--- src/inc/lsi_pkg.sv ---
// Functional notes
// - Mode from control bits 6:5: bit5 set is mode 1, 00 mode 2, 10 mode 3.
// - Low mode bit may be loaded from a strap input instead of a write.
// - Mode 1 link indicator: on for good link, off without link, no blinking.
// - Modes 2 and 3 link indicator: on for good link, blinks on activity.
// - At 100 Mb/s link follows the internal signal-detect condition.
// - At 10 Mb/s link after seven consecutive link pulses or one valid packet.
// - Link drops only when the link loss timer expires, not at once.
// - Speed indicator on at 100 Mb/s, off at 10 Mb/s, in every mode.
// - Mode 1 shared indicator shows transmit or receive activity.
// - Mode 2 shared indicator shows collision status.
// - Mode 3 shared indicator shows full duplex on, half duplex off.
// - At 10 Mb/s half duplex the collision indication comes from MII COL.
// - Strap level at reset sets polarity: low gives active high, high active low.
// - Direct-control register drives indicators; reads never return pin states.
// - Half duplex: carrier sense asserts for transmit and receive activity.
// - Full duplex: collision disabled, carrier sense follows receive only.
// - A link resolved by parallel detection runs half duplex.
package lsi_pkg;
    localparam int          ADDR_W          = 5;
    localparam int          DATA_W          = 16;
    localparam logic [4:0]  ADDR_LED_DIRECT = 5'h18;
    localparam logic [4:0]  ADDR_PHY_CTRL   = 5'h19;
    localparam logic [15:0] PHY_CTRL_RST    = 16'h0000;
    localparam logic [5:0]  LED_DIRECT_RST  = 6'h00;
    localparam logic [15:0] PHY_CTRL_RO     = 16'h0180;
    localparam int          MODE_LO_BIT     = 5;
    localparam int          MODE_HI_BIT     = 6;
    localparam int          LINK_STAT_BIT   = 7;
    localparam int          DUPLEX_STAT_BIT = 8;
    localparam int          NUM_LEDS        = 3;
    localparam int          DC_EN_LSB       = 0;
    localparam int          DC_VAL_LSB      = 3;
    localparam int          IDX_LINK        = 0;
    localparam int          IDX_SPEED       = 1;
    localparam int          IDX_ACT         = 2;
    localparam logic [1:0]  MODE_1          = 2'h1;
    localparam logic [1:0]  MODE_2          = 2'h2;
    localparam logic [1:0]  MODE_3          = 2'h3;
    localparam logic [2:0]  NLP_MIN         = 3'h7;
    localparam int          CLK_PERIOD_NS   = 8;
    localparam int          TICK_NS         = 1000000;
    localparam int          TICK_CYC        = TICK_NS / CLK_PERIOD_NS;
    localparam int          LINK_LOSS_MS    = 50;
    localparam int          BLINK_HALF_MS   = 50;
endpackage : lsi_pkg

--- src/verilog/lsi_led_status.sv ---
// Implementation choice: the plain strobed port.
`timescale 1ns/100ps
module lsi_led_status #(
    parameter int TICK_CYC      = lsi_pkg::TICK_CYC,
    parameter int LINK_LOSS_MS  = lsi_pkg::LINK_LOSS_MS,
    parameter int BLINK_HALF_MS = lsi_pkg::BLINK_HALF_MS
) (
    // Clock and reset
    input  wire logic                         i_clk,
    input  wire logic                         i_arst_n,
    // Register port
    input  wire logic [lsi_pkg::ADDR_W-1:0]   i_addr,
    input  wire logic [lsi_pkg::DATA_W-1:0]   i_wdata,
    input  wire logic                         i_wr,
    input  wire logic                         i_rd,
    output logic      [lsi_pkg::DATA_W-1:0]   o_rdata,
    // Port status
    input  wire logic                         i_speed_100,
    input  wire logic                         i_full_duplex,
    input  wire logic                         i_parallel_detect,
    input  wire logic                         i_signal_detect,
    input  wire logic                         i_nlp,
    input  wire logic                         i_pkt10,
    input  wire logic                         i_tx_active,
    input  wire logic                         i_rx_active,
    input  wire logic                         i_mii_col,
    // Straps
    input  wire logic                         i_mode_strap,
    input  wire logic [lsi_pkg::NUM_LEDS-1:0] i_led_strap,
    // MII status
    output logic                              o_crs,
    output logic                              o_col,
    output logic                              o_link,
    // Indicator pins
    output logic      [lsi_pkg::NUM_LEDS-1:0] o_led,
    output logic      [lsi_pkg::NUM_LEDS-1:0] o_led_oe
);
    import lsi_pkg::*;

    localparam int TW = $clog2(TICK_CYC + 1);
    localparam int LW = $clog2(LINK_LOSS_MS + 1);
    localparam int BW = $clog2(BLINK_HALF_MS + 1);

    typedef struct packed {
        logic                strap_done;
        logic [NUM_LEDS-1:0] pol;
        logic [15:0]         phy_ctrl;
        logic [5:0]          led_direct;
        logic [15:0]         rdata;
        logic [TW-1:0]       tick_cnt;
        logic [2:0]          nlp_cnt;
        logic                link;
        logic [LW-1:0]       loss_ms;
        logic                act_d;
        logic [BW-1:0]       blink_ms;
        logic                blink_on;
        logic [NUM_LEDS-1:0] led;
        logic [NUM_LEDS-1:0] led_oe;
        logic                crs;
        logic                col;
    } lsi_state_s;

    lsi_state_s          s_r;
    lsi_state_s          s_nxt;
    logic                tick;
    logic [1:0]          mode;
    logic                dup_eff;
    logic                act;
    logic                col_int;
    logic                evidence;
    logic                loss_exp;
    logic [NUM_LEDS-1:0] func;
    logic [NUM_LEDS-1:0] drive;

    // Millisecond enable pulse
    assign tick = (s_r.tick_cnt == TW'(TICK_CYC - 1));

    // Mode decode
    always_comb begin
        if (s_r.phy_ctrl[MODE_LO_BIT]) begin
            mode = MODE_1;
        end else if (s_r.phy_ctrl[MODE_HI_BIT]) begin
            mode = MODE_3;
        end else begin
            mode = MODE_2;
        end
    end

    // Parallel detection cannot learn full duplex
    assign dup_eff  = i_full_duplex & ~i_parallel_detect;
    assign act      = i_tx_active | i_rx_active;
    assign evidence = i_speed_100 ? i_signal_detect : (i_nlp | i_pkt10);
    assign loss_exp = tick && (s_r.loss_ms == LW'(LINK_LOSS_MS - 1));

    // Collision source: none in full duplex, COL at 10 Mb/s, overlap at 100 Mb/s
    always_comb begin
        if (dup_eff) begin
            col_int = 1'b0;
        end else if (i_speed_100) begin
            col_int = i_tx_active & i_rx_active;
        end else begin
            col_int = i_mii_col;
        end
    end

    // Mode-selected indicator functions
    always_comb begin
        func[IDX_SPEED] = i_speed_100;
        if (mode == MODE_1) begin
            func[IDX_LINK] = s_r.link;
            func[IDX_ACT]  = act;
        end else begin
            func[IDX_LINK] = s_r.link & (~act | s_r.blink_on);
            if (mode == MODE_2) begin
                func[IDX_ACT] = col_int;
            end else begin
                func[IDX_ACT] = dup_eff;
            end
        end
    end

    // Direct override, then strap polarity
    genvar gi;
    generate
        for (gi = 0; gi < NUM_LEDS; gi++) begin : g_led
            assign drive[gi] = (s_r.led_direct[DC_EN_LSB+gi]
                                ? s_r.led_direct[DC_VAL_LSB+gi]
                                : func[gi]) ^ s_r.pol[gi];
        end
    endgenerate

    always_comb begin
        s_nxt = s_r;
        s_nxt.tick_cnt = tick ? '0 : TW'(s_r.tick_cnt + 1'b1);

        // Strap capture in the first cycle after reset release
        if (!s_r.strap_done) begin
            s_nxt.strap_done            = 1'b1;
            s_nxt.pol                   = i_led_strap;
            s_nxt.phy_ctrl[MODE_LO_BIT] = i_mode_strap;
        end

        // Link qualification
        if (i_speed_100) begin
            s_nxt.nlp_cnt = '0;
            if (i_signal_detect) begin
                s_nxt.link = 1'b1;
            end
        end else begin
            if (i_nlp && s_r.nlp_cnt != NLP_MIN) begin
                s_nxt.nlp_cnt = s_r.nlp_cnt + 3'h1;
            end
            if (i_pkt10 || (i_nlp && s_r.nlp_cnt >= NLP_MIN - 3'h1)) begin
                s_nxt.link = 1'b1;
            end
        end

        // Link loss timer
        if (evidence) begin
            s_nxt.loss_ms = '0;
        end else if (loss_exp) begin
            s_nxt.loss_ms = '0;
            s_nxt.link    = 1'b0;
            s_nxt.nlp_cnt = '0;
        end else if (tick) begin
            s_nxt.loss_ms = LW'(s_r.loss_ms + 1'b1);
        end

        // Activity blink
        s_nxt.act_d = act;
        if (!act) begin
            s_nxt.blink_ms = '0;
            s_nxt.blink_on = 1'b1;
        end else if (!s_r.act_d) begin
            s_nxt.blink_ms = '0;
            s_nxt.blink_on = 1'b0;
        end else if (tick) begin
            if (s_r.blink_ms == BW'(BLINK_HALF_MS - 1)) begin
                s_nxt.blink_ms = '0;
                s_nxt.blink_on = ~s_r.blink_on;
            end else begin
                s_nxt.blink_ms = BW'(s_r.blink_ms + 1'b1);
            end
        end

        // MII carrier sense and collision
        s_nxt.crs = dup_eff ? i_rx_active : act;
        s_nxt.col = col_int;

        // Indicator pins
        s_nxt.led    = drive;
        s_nxt.led_oe = {NUM_LEDS{s_r.strap_done}};

        // Register writes
        if (i_wr) begin
            case (i_addr)
                ADDR_LED_DIRECT: begin
                    s_nxt.led_direct = i_wdata[5:0];
                end
                ADDR_PHY_CTRL: begin
                    s_nxt.phy_ctrl = i_wdata & ~PHY_CTRL_RO;
                end
                default: begin
                end
            endcase
        end

        // Register reads, data in the following cycle
        s_nxt.rdata = '0;
        if (i_rd) begin
            case (i_addr)
                ADDR_LED_DIRECT: begin
                    s_nxt.rdata = {10'h000, s_r.led_direct};
                end
                ADDR_PHY_CTRL: begin
                    s_nxt.rdata                  = s_r.phy_ctrl;
                    s_nxt.rdata[LINK_STAT_BIT]   = s_r.link;
                    s_nxt.rdata[DUPLEX_STAT_BIT] = dup_eff;
                end
                default: begin
                end
            endcase
        end
    end

    always_ff @(posedge i_clk or negedge i_arst_n) begin
        if (!i_arst_n) begin
            s_r            <= '0;
            s_r.phy_ctrl   <= PHY_CTRL_RST;
            s_r.led_direct <= LED_DIRECT_RST;
            s_r.blink_on   <= 1'b1;
        end else begin
            s_r <= s_nxt;
        end
    end

    assign o_rdata  = s_r.rdata;
    assign o_crs    = s_r.crs;
    assign o_col    = s_r.col;
    assign o_link   = s_r.link;
    assign o_led    = s_r.led;
    assign o_led_oe = s_r.led_oe;
endmodule : lsi_led_status
--- config.mk ---
export PLATFORM = sky130hd
export DESIGN_NAME = lsi_led_status
export DESIGN_NICKNAME = d
export VERILOG_FILES = /design/src/inc/lsi_pkg.sv /design/src/verilog/lsi_led_status.sv
export SDC_FILE = /design/constraint.sdc
export NUM_CORES = 1
export LEC_CHECK = 0
export BUFFER_PORTS_ARGS = -buffer_cell sky130_fd_sc_hd__buf_2
export CAP_MARGIN = 25
export CORE_MARGIN = 5
export CORE_UTILIZATION = 30
export DETAILED_ROUTE_END_ITERATION = 8
export PLACE_DENSITY = 0.5
export SLEW_MARGIN = 15
export SYNTH_ARGS = -nofsm -noshare
export SYNTH_HDL_FRONTEND = slang
export SYNTH_SLANG_ARGS = --single-unit
export TNS_END_PERCENT = 5
--- constraint.sdc ---
create_clock -name i_clk -period 4.3 [get_ports i_clk]
set_input_delay 0.43 -clock i_clk [delete_from_list [all_inputs] [get_ports i_clk]]
set_output_delay 0.43 -clock i_clk [all_outputs]
set_load 0.1 [all_outputs]
### Word level (Yosys, flattened, before mapping)

Index checks and enable logic that the tools add are counted.

| storage, ports and cells | value |
|---|---|
| register bits after elaboration | 81 |
| word-level logic and storage cells | 85 |
| input port bits | 38 |

| cells by class | value |
|---|---|
| magnitude comparators | 1 |
| bitwise logic cells | 12 |
| $add $sub $neg | 4 |
| mux-type cells | 33 |
| eq/ne operators | 10 |
| reduce and logical (&&, ||, !) cells | 8 |

Operators with widths:

| kind | count |
|---|---|
| $mux W6 | 6 |
| $pmux W16 S2 | 1 |
| $mux W7 | 3 |
| $add A17 B1 Y17 const B | 1 |
| $eq A17 B17 Y1 const B | 1 |
| $mux W17 | 1 |
| $mux W16 | 1 |
| $mux W1 | 15 |
| $add A6 B1 Y6 const B | 2 |
| $eq A6 B6 Y1 const B | 2 |
| $mux W12 | 1 |
| $mux W4 | 3 |
| $eq A5 B5 Y1 const B | 2 |
| $ne A3 B3 Y1 const B | 2 |
| $reduce_and A2 Y1 | 3 |
| $add A3 B1 Y3 const B | 1 |
| $and A1 B1 Y1 | 3 |
| $ge A3 B3 Y1 const B | 1 |
| $logic_and A1 B1 Y1 | 3 |
| $mux W3 | 1 |
| $ne A3 B2 Y1 const B | 1 |
| $not A1 Y1 | 3 |
| $or A1 B1 Y1 | 3 |
| $reduce_bool A3 Y1 | 1 |
| 5 further kinds | 7 |

### Logic depth before layout (Yosys ltp)

| logic depth | value |
|---|---|
| word-level depth | 7 |
| depth in mapped cells | 7 |
| gate-level depth less buffers | 5 |

### Least setup slack after synthesis

OpenSTA, ideal clock, no wires.

| timing path | value |
|---|---|
| kind | register -> register |
| start | register s_r[26] (netlist name) |
| end | register s_r[13] (netlist name) |
| slack | 2573 ps |
| cell stages (with the launch flop) | 7 |
| arrival | 1651 ps |
| path buffers | 1 |
| path through | dfrtp_1 -> ha_1 -> and4_1 -> nand4_2 -> buf_6 -> or4_1 -> o21ai_1 |

| between the ends | value |
|---|---|
| cells in the longest elaborated chain, start to end | 2 |

RTL lines:

| item | line | RTL |
|---|---|---|
| start, declared | lsi_led_status.sv:63 | `lsi_state_s s_r;` |
| start signal, assigned | lsi_led_status.sv:233 | `s_r <= s_nxt;` |
| $eq A17 B17 Y1 | lsi_led_status.sv:76 | `assign tick = (s_r.tick_cnt == TW'(TICK_CYC - 1));` |
| $ne A3 B3 Y1 (no source line) | -- |  |

No other way between the ends.
A chain may end at the register's enable or synchronous reset.

### Worst setup path in the final report

| timing path | value |
|---|---|
| start | register s_r[26] (netlist name) |
| end | register s_r[14] (netlist name) |

The elaborated chain is that of the path after synthesis.

==> out/results.txt <==
status: completed
reg-to-reg startpoint: s_r[26]
H-tree depth: 3
Die Ht: 121 um
Max clock buf depth: 2
fin cells: 538
worst-case clock skew: 0.00552 ns
number of global-route vias before repair: 2440
Post-CTS Resized: 0
vias per std cell: 4.60
cell area after synthesis: 3720 sq um
Mapped Nets: 370
CTS tree: built
syn_area_per_cell: 11.5 sq um
WS Path Type: register to register
post-synth top area share: 53.8%
Ant. Diodes: 0
DRT iter0 DRCs: 186
Via Count: 2473
Fin Hold WS: 0.138 ns
synth top area cells: dfrtp_1, mux2_2, buf_4, xnor2_1, ha_1
M1 wire length: 3380 um
Max stage delay on crit path: 0.64 ns
Net Sw Frac: 26.2%
Root Driver: clkbuf_16
delay-heaviest family, CP: simple AND/OR/NAND/NOR gates
Synth Flop Type: dfrtp_1
Final Net Count: 412
YS warnings: 0
fmax: 0.457 GHz
Comb power frac: 12.3%
sequential fraction of the synthesis area: 54.5%
Simple-Gate Fraction of Synth Area: 16.4%
XOR/XNOR Fraction of Synth Area: 4.71%
Compound-Gate Fraction of Synth Area: 7.73%
hpwl dp: 5090 um
Ports: 63
#FFs+latches synth: 81
WP data required: 4.55 ns
mux contribution to synthesized area: 7.16%
final WL: 7380 um
Setup Viol. Count Final: 0
Final Hold Vio Count: 0
arrival time at the worst endpoint: 2.44 ns
Worst Reg-to-Reg Cells: 5
count of input and output buffers: 60
max cap viols: 0
EDFF count, synth: 0
PD cells: 421 nW/um^2
DRT Pass-1 Iters: 4
WL/cell: 13.7 um
synth unique cells: 49
worst hold path type: primary input to async pin
largest net degree at the start of global routing: 82
startpoint types: register
total placed cells including tap cells: 523
P&R area growth vs syn: 16.3%
Worst-path clk slew: 0.06 ns
number of buffers and inverters on the critical path: 0
All-Layer GR Usage: 10.8%
routed wl met3: 439 um
Rows: 40
Seq pwr share: 46.4%
Hold Buf Count CTS: 0
first-pass GRT wire length: 12500 um
global route overflow: 0
total CTS buffers: 9
Worst slew margin: 36.3%
Core Area: 12100 sq um
Initial Util: 30.9%
Synth async-reset ratio: 100%
switching pwr: 0.478 mW
slowest CP cell: or4_1
initial antenna violation count: 0
Adder-Cell Fraction of Synth Area: 2.69%
DRC Markers: 0
fraction of layout cells with a size suffix above 1: 28.1%
total negative slack: 0 ns
clk_lat worst skew: 0.33 ns
worst path cell trace: ha_1 > and4_1 > nand4_2 > or4_1 > o21ai_0
FF-to-FF End: s_r[14]
Die Wd: 121 um
minimum clock period: 2.19 ns
clock power share: 41.3%
post-synth top area cell: dfrtp_1
Detail Route Antenna Nets: 0
P_leak: 1.96 nW
Period Utilization, post-route: 50.9%
Worst-Margin Slew: 0.952 ns
Pint: 1.34 mW
CP Capture Type: register
Placer Congestion: 0.732
Max FO, Critical Path: 22
main combinational cell family by area after synthesis: simple AND/OR/NAND/NOR gates
Post CTS Setup Buffer Count: 0
Max IR drop VDD: 0.000170 V
Tot Pwr: 1.82 mW
post-synthesis cell count: 324
met2 wire len: 3400 um
uppermost layer routed: met4
Fillers: 1184
unrepaired setup endpoints after global routing: false
Max Slew Vio Count: 0
Die Area: 14700 sq um
setup slack, reg-to-reg: 2.11 ns
TritonCTS Sinks: 81
==> placed cells by master, fill, tap and decap left out, drive strengths merged, types with 2 or more instances in the layout <==
cell type	netlist	layout
and2	9	9
o31ai	2	2
nand3b	3	3
clkbuf	2	10
and4	2	2
or3	2	2
or2	3	3
o21ai	15	15
nand4b	2	2
mux2	21	21
dfrtp	80	80
inv	12	12
nand2b	2	2
buf	27	60
a21oi	12	12
nor4b	2	2
clkinv	0	3
nor2b	3	3
nand3	11	11
or4	4	4
nor3	4	4
nor2	24	24
ha	8	8
a22o	6	6
xor2	7	7
xnor2	13	13
nand2	15	15
nand4	8	8
nor4	6	6
mux2i	3	3
==> through the flow <==
step / utilization, % / cell area (sq um) / worst slack, ns
global placement: 33.4 / 4030 / 2.10
CTS: 35.9 / 4330 / 2.09
floorplan: - / 3720 / 2.57
global route: 35.9 / 4330 / 1.86
finish: 35.9 / 4330 / 2.11
detailed placement: 33.4 / 4030 / 2.10
==> state kept, by name, indices dropped and copies added, names as in the netlist <==
name	flops
o_crs	1
o_led_oe	1
o_link	1
s_r	57
o_col	1
s_nxt	1
o_led	3
o_rdata	16
==> worst max-delay path by stage <==
stage	slack, ns	cells after the start	to	from
after floorplan	2.57	6	s_r[13]	s_r[26]
after global placement	2.10	5	s_r[23]	s_r[26]
after detailed placement	2.10	5	s_r[21]	s_r[26]
after CTS	2.09	5	s_r[14]	s_r[26]
after global routing	1.86	5	s_r[25]	s_r[26]
final	2.11	5	s_r[14]	s_r[26]
==> worst reg2reg max path: stages, from the launching register on <==
cell,delay [ns]
dfrtp_1,0.41
ha_1,0.29
and4_1,0.25
nand4_2,0.43
or4_1,0.65
o21ai_0,0.09
==> kinds of logic after synthesis <==
group	count (synthesis)
other	1
DFF	81
adders and majority gates	8
muxes	24
xor gates and xnor gates	20
buffers and inverters	41
AOI/OAI and AO/OA	45
and+or+nand+nor	104
==> final cells by class <==
class                      instances  area [sq um]  share of cell area [%]
clock buffer                      10           239                    5.52
clock inverter                     5          56.3                    1.30
inverter                          12          45.0                    1.04
multi-input combinational        202          1440                    33.4
sequential                        81          2030                    46.8
tap                              168           210                    4.86
timing repair buffer              60           307                    7.08
==> metal layers <==
metal	vias to the layer above	GRT usage, %
met3	12	2.70
li1	1200	-
met4	0	5.46
met1	1212	14.0
met5	-	0
met2	49	16.5
==> synth_stat cells (2+ instances only) <==
| library cell | instances |
|---|---|
| nor2b_1 | 3 |
| nor4_1 | 6 |
| dfrtp_1 | 80 |
| nand3b_1 | 3 |
| nand2_1 | 15 |
| or3_1 | 2 |
| and4_1 | 2 |
| nor4b_4 | 2 |
| or2_2 | 3 |
| or4_1 | 4 |
| a22o_1 | 6 |
| ha_1 | 8 |
| nand4b_1 | 2 |
| a21oi_1 | 12 |
| o21ai_0 | 14 |
| and2_1 | 9 |
| nand2b_1 | 2 |
| clkbuf_1 | 2 |
| nor3_1 | 4 |
| xnor2_1 | 13 |
| buf_4 | 22 |
| inv_1 | 12 |
| nand4_1 | 7 |
| nor2_1 | 24 |
| mux2i_1 | 3 |
| o31ai_1 | 2 |
| buf_2 | 4 |
| mux2_2 | 21 |
| xor2_1 | 7 |
| nand3_1 | 11 |
==> power groups by stage <==
stage | registers [mW] | clock network (mW) | logic [mW]
after floorplan | 0.863 | 0 | 0.171
after global placement | 0.859 | 0 | 0.225
after detailed placement | 0.860 | 0 | 0.227
after CTS | 0.846 | 0.778 | 0.228
after global routing | 0.852 | 0.809 | 0.243
final | 0.846 | 0.753 | 0.224
No activity file was read; power rests on OpenSTA's default activity.
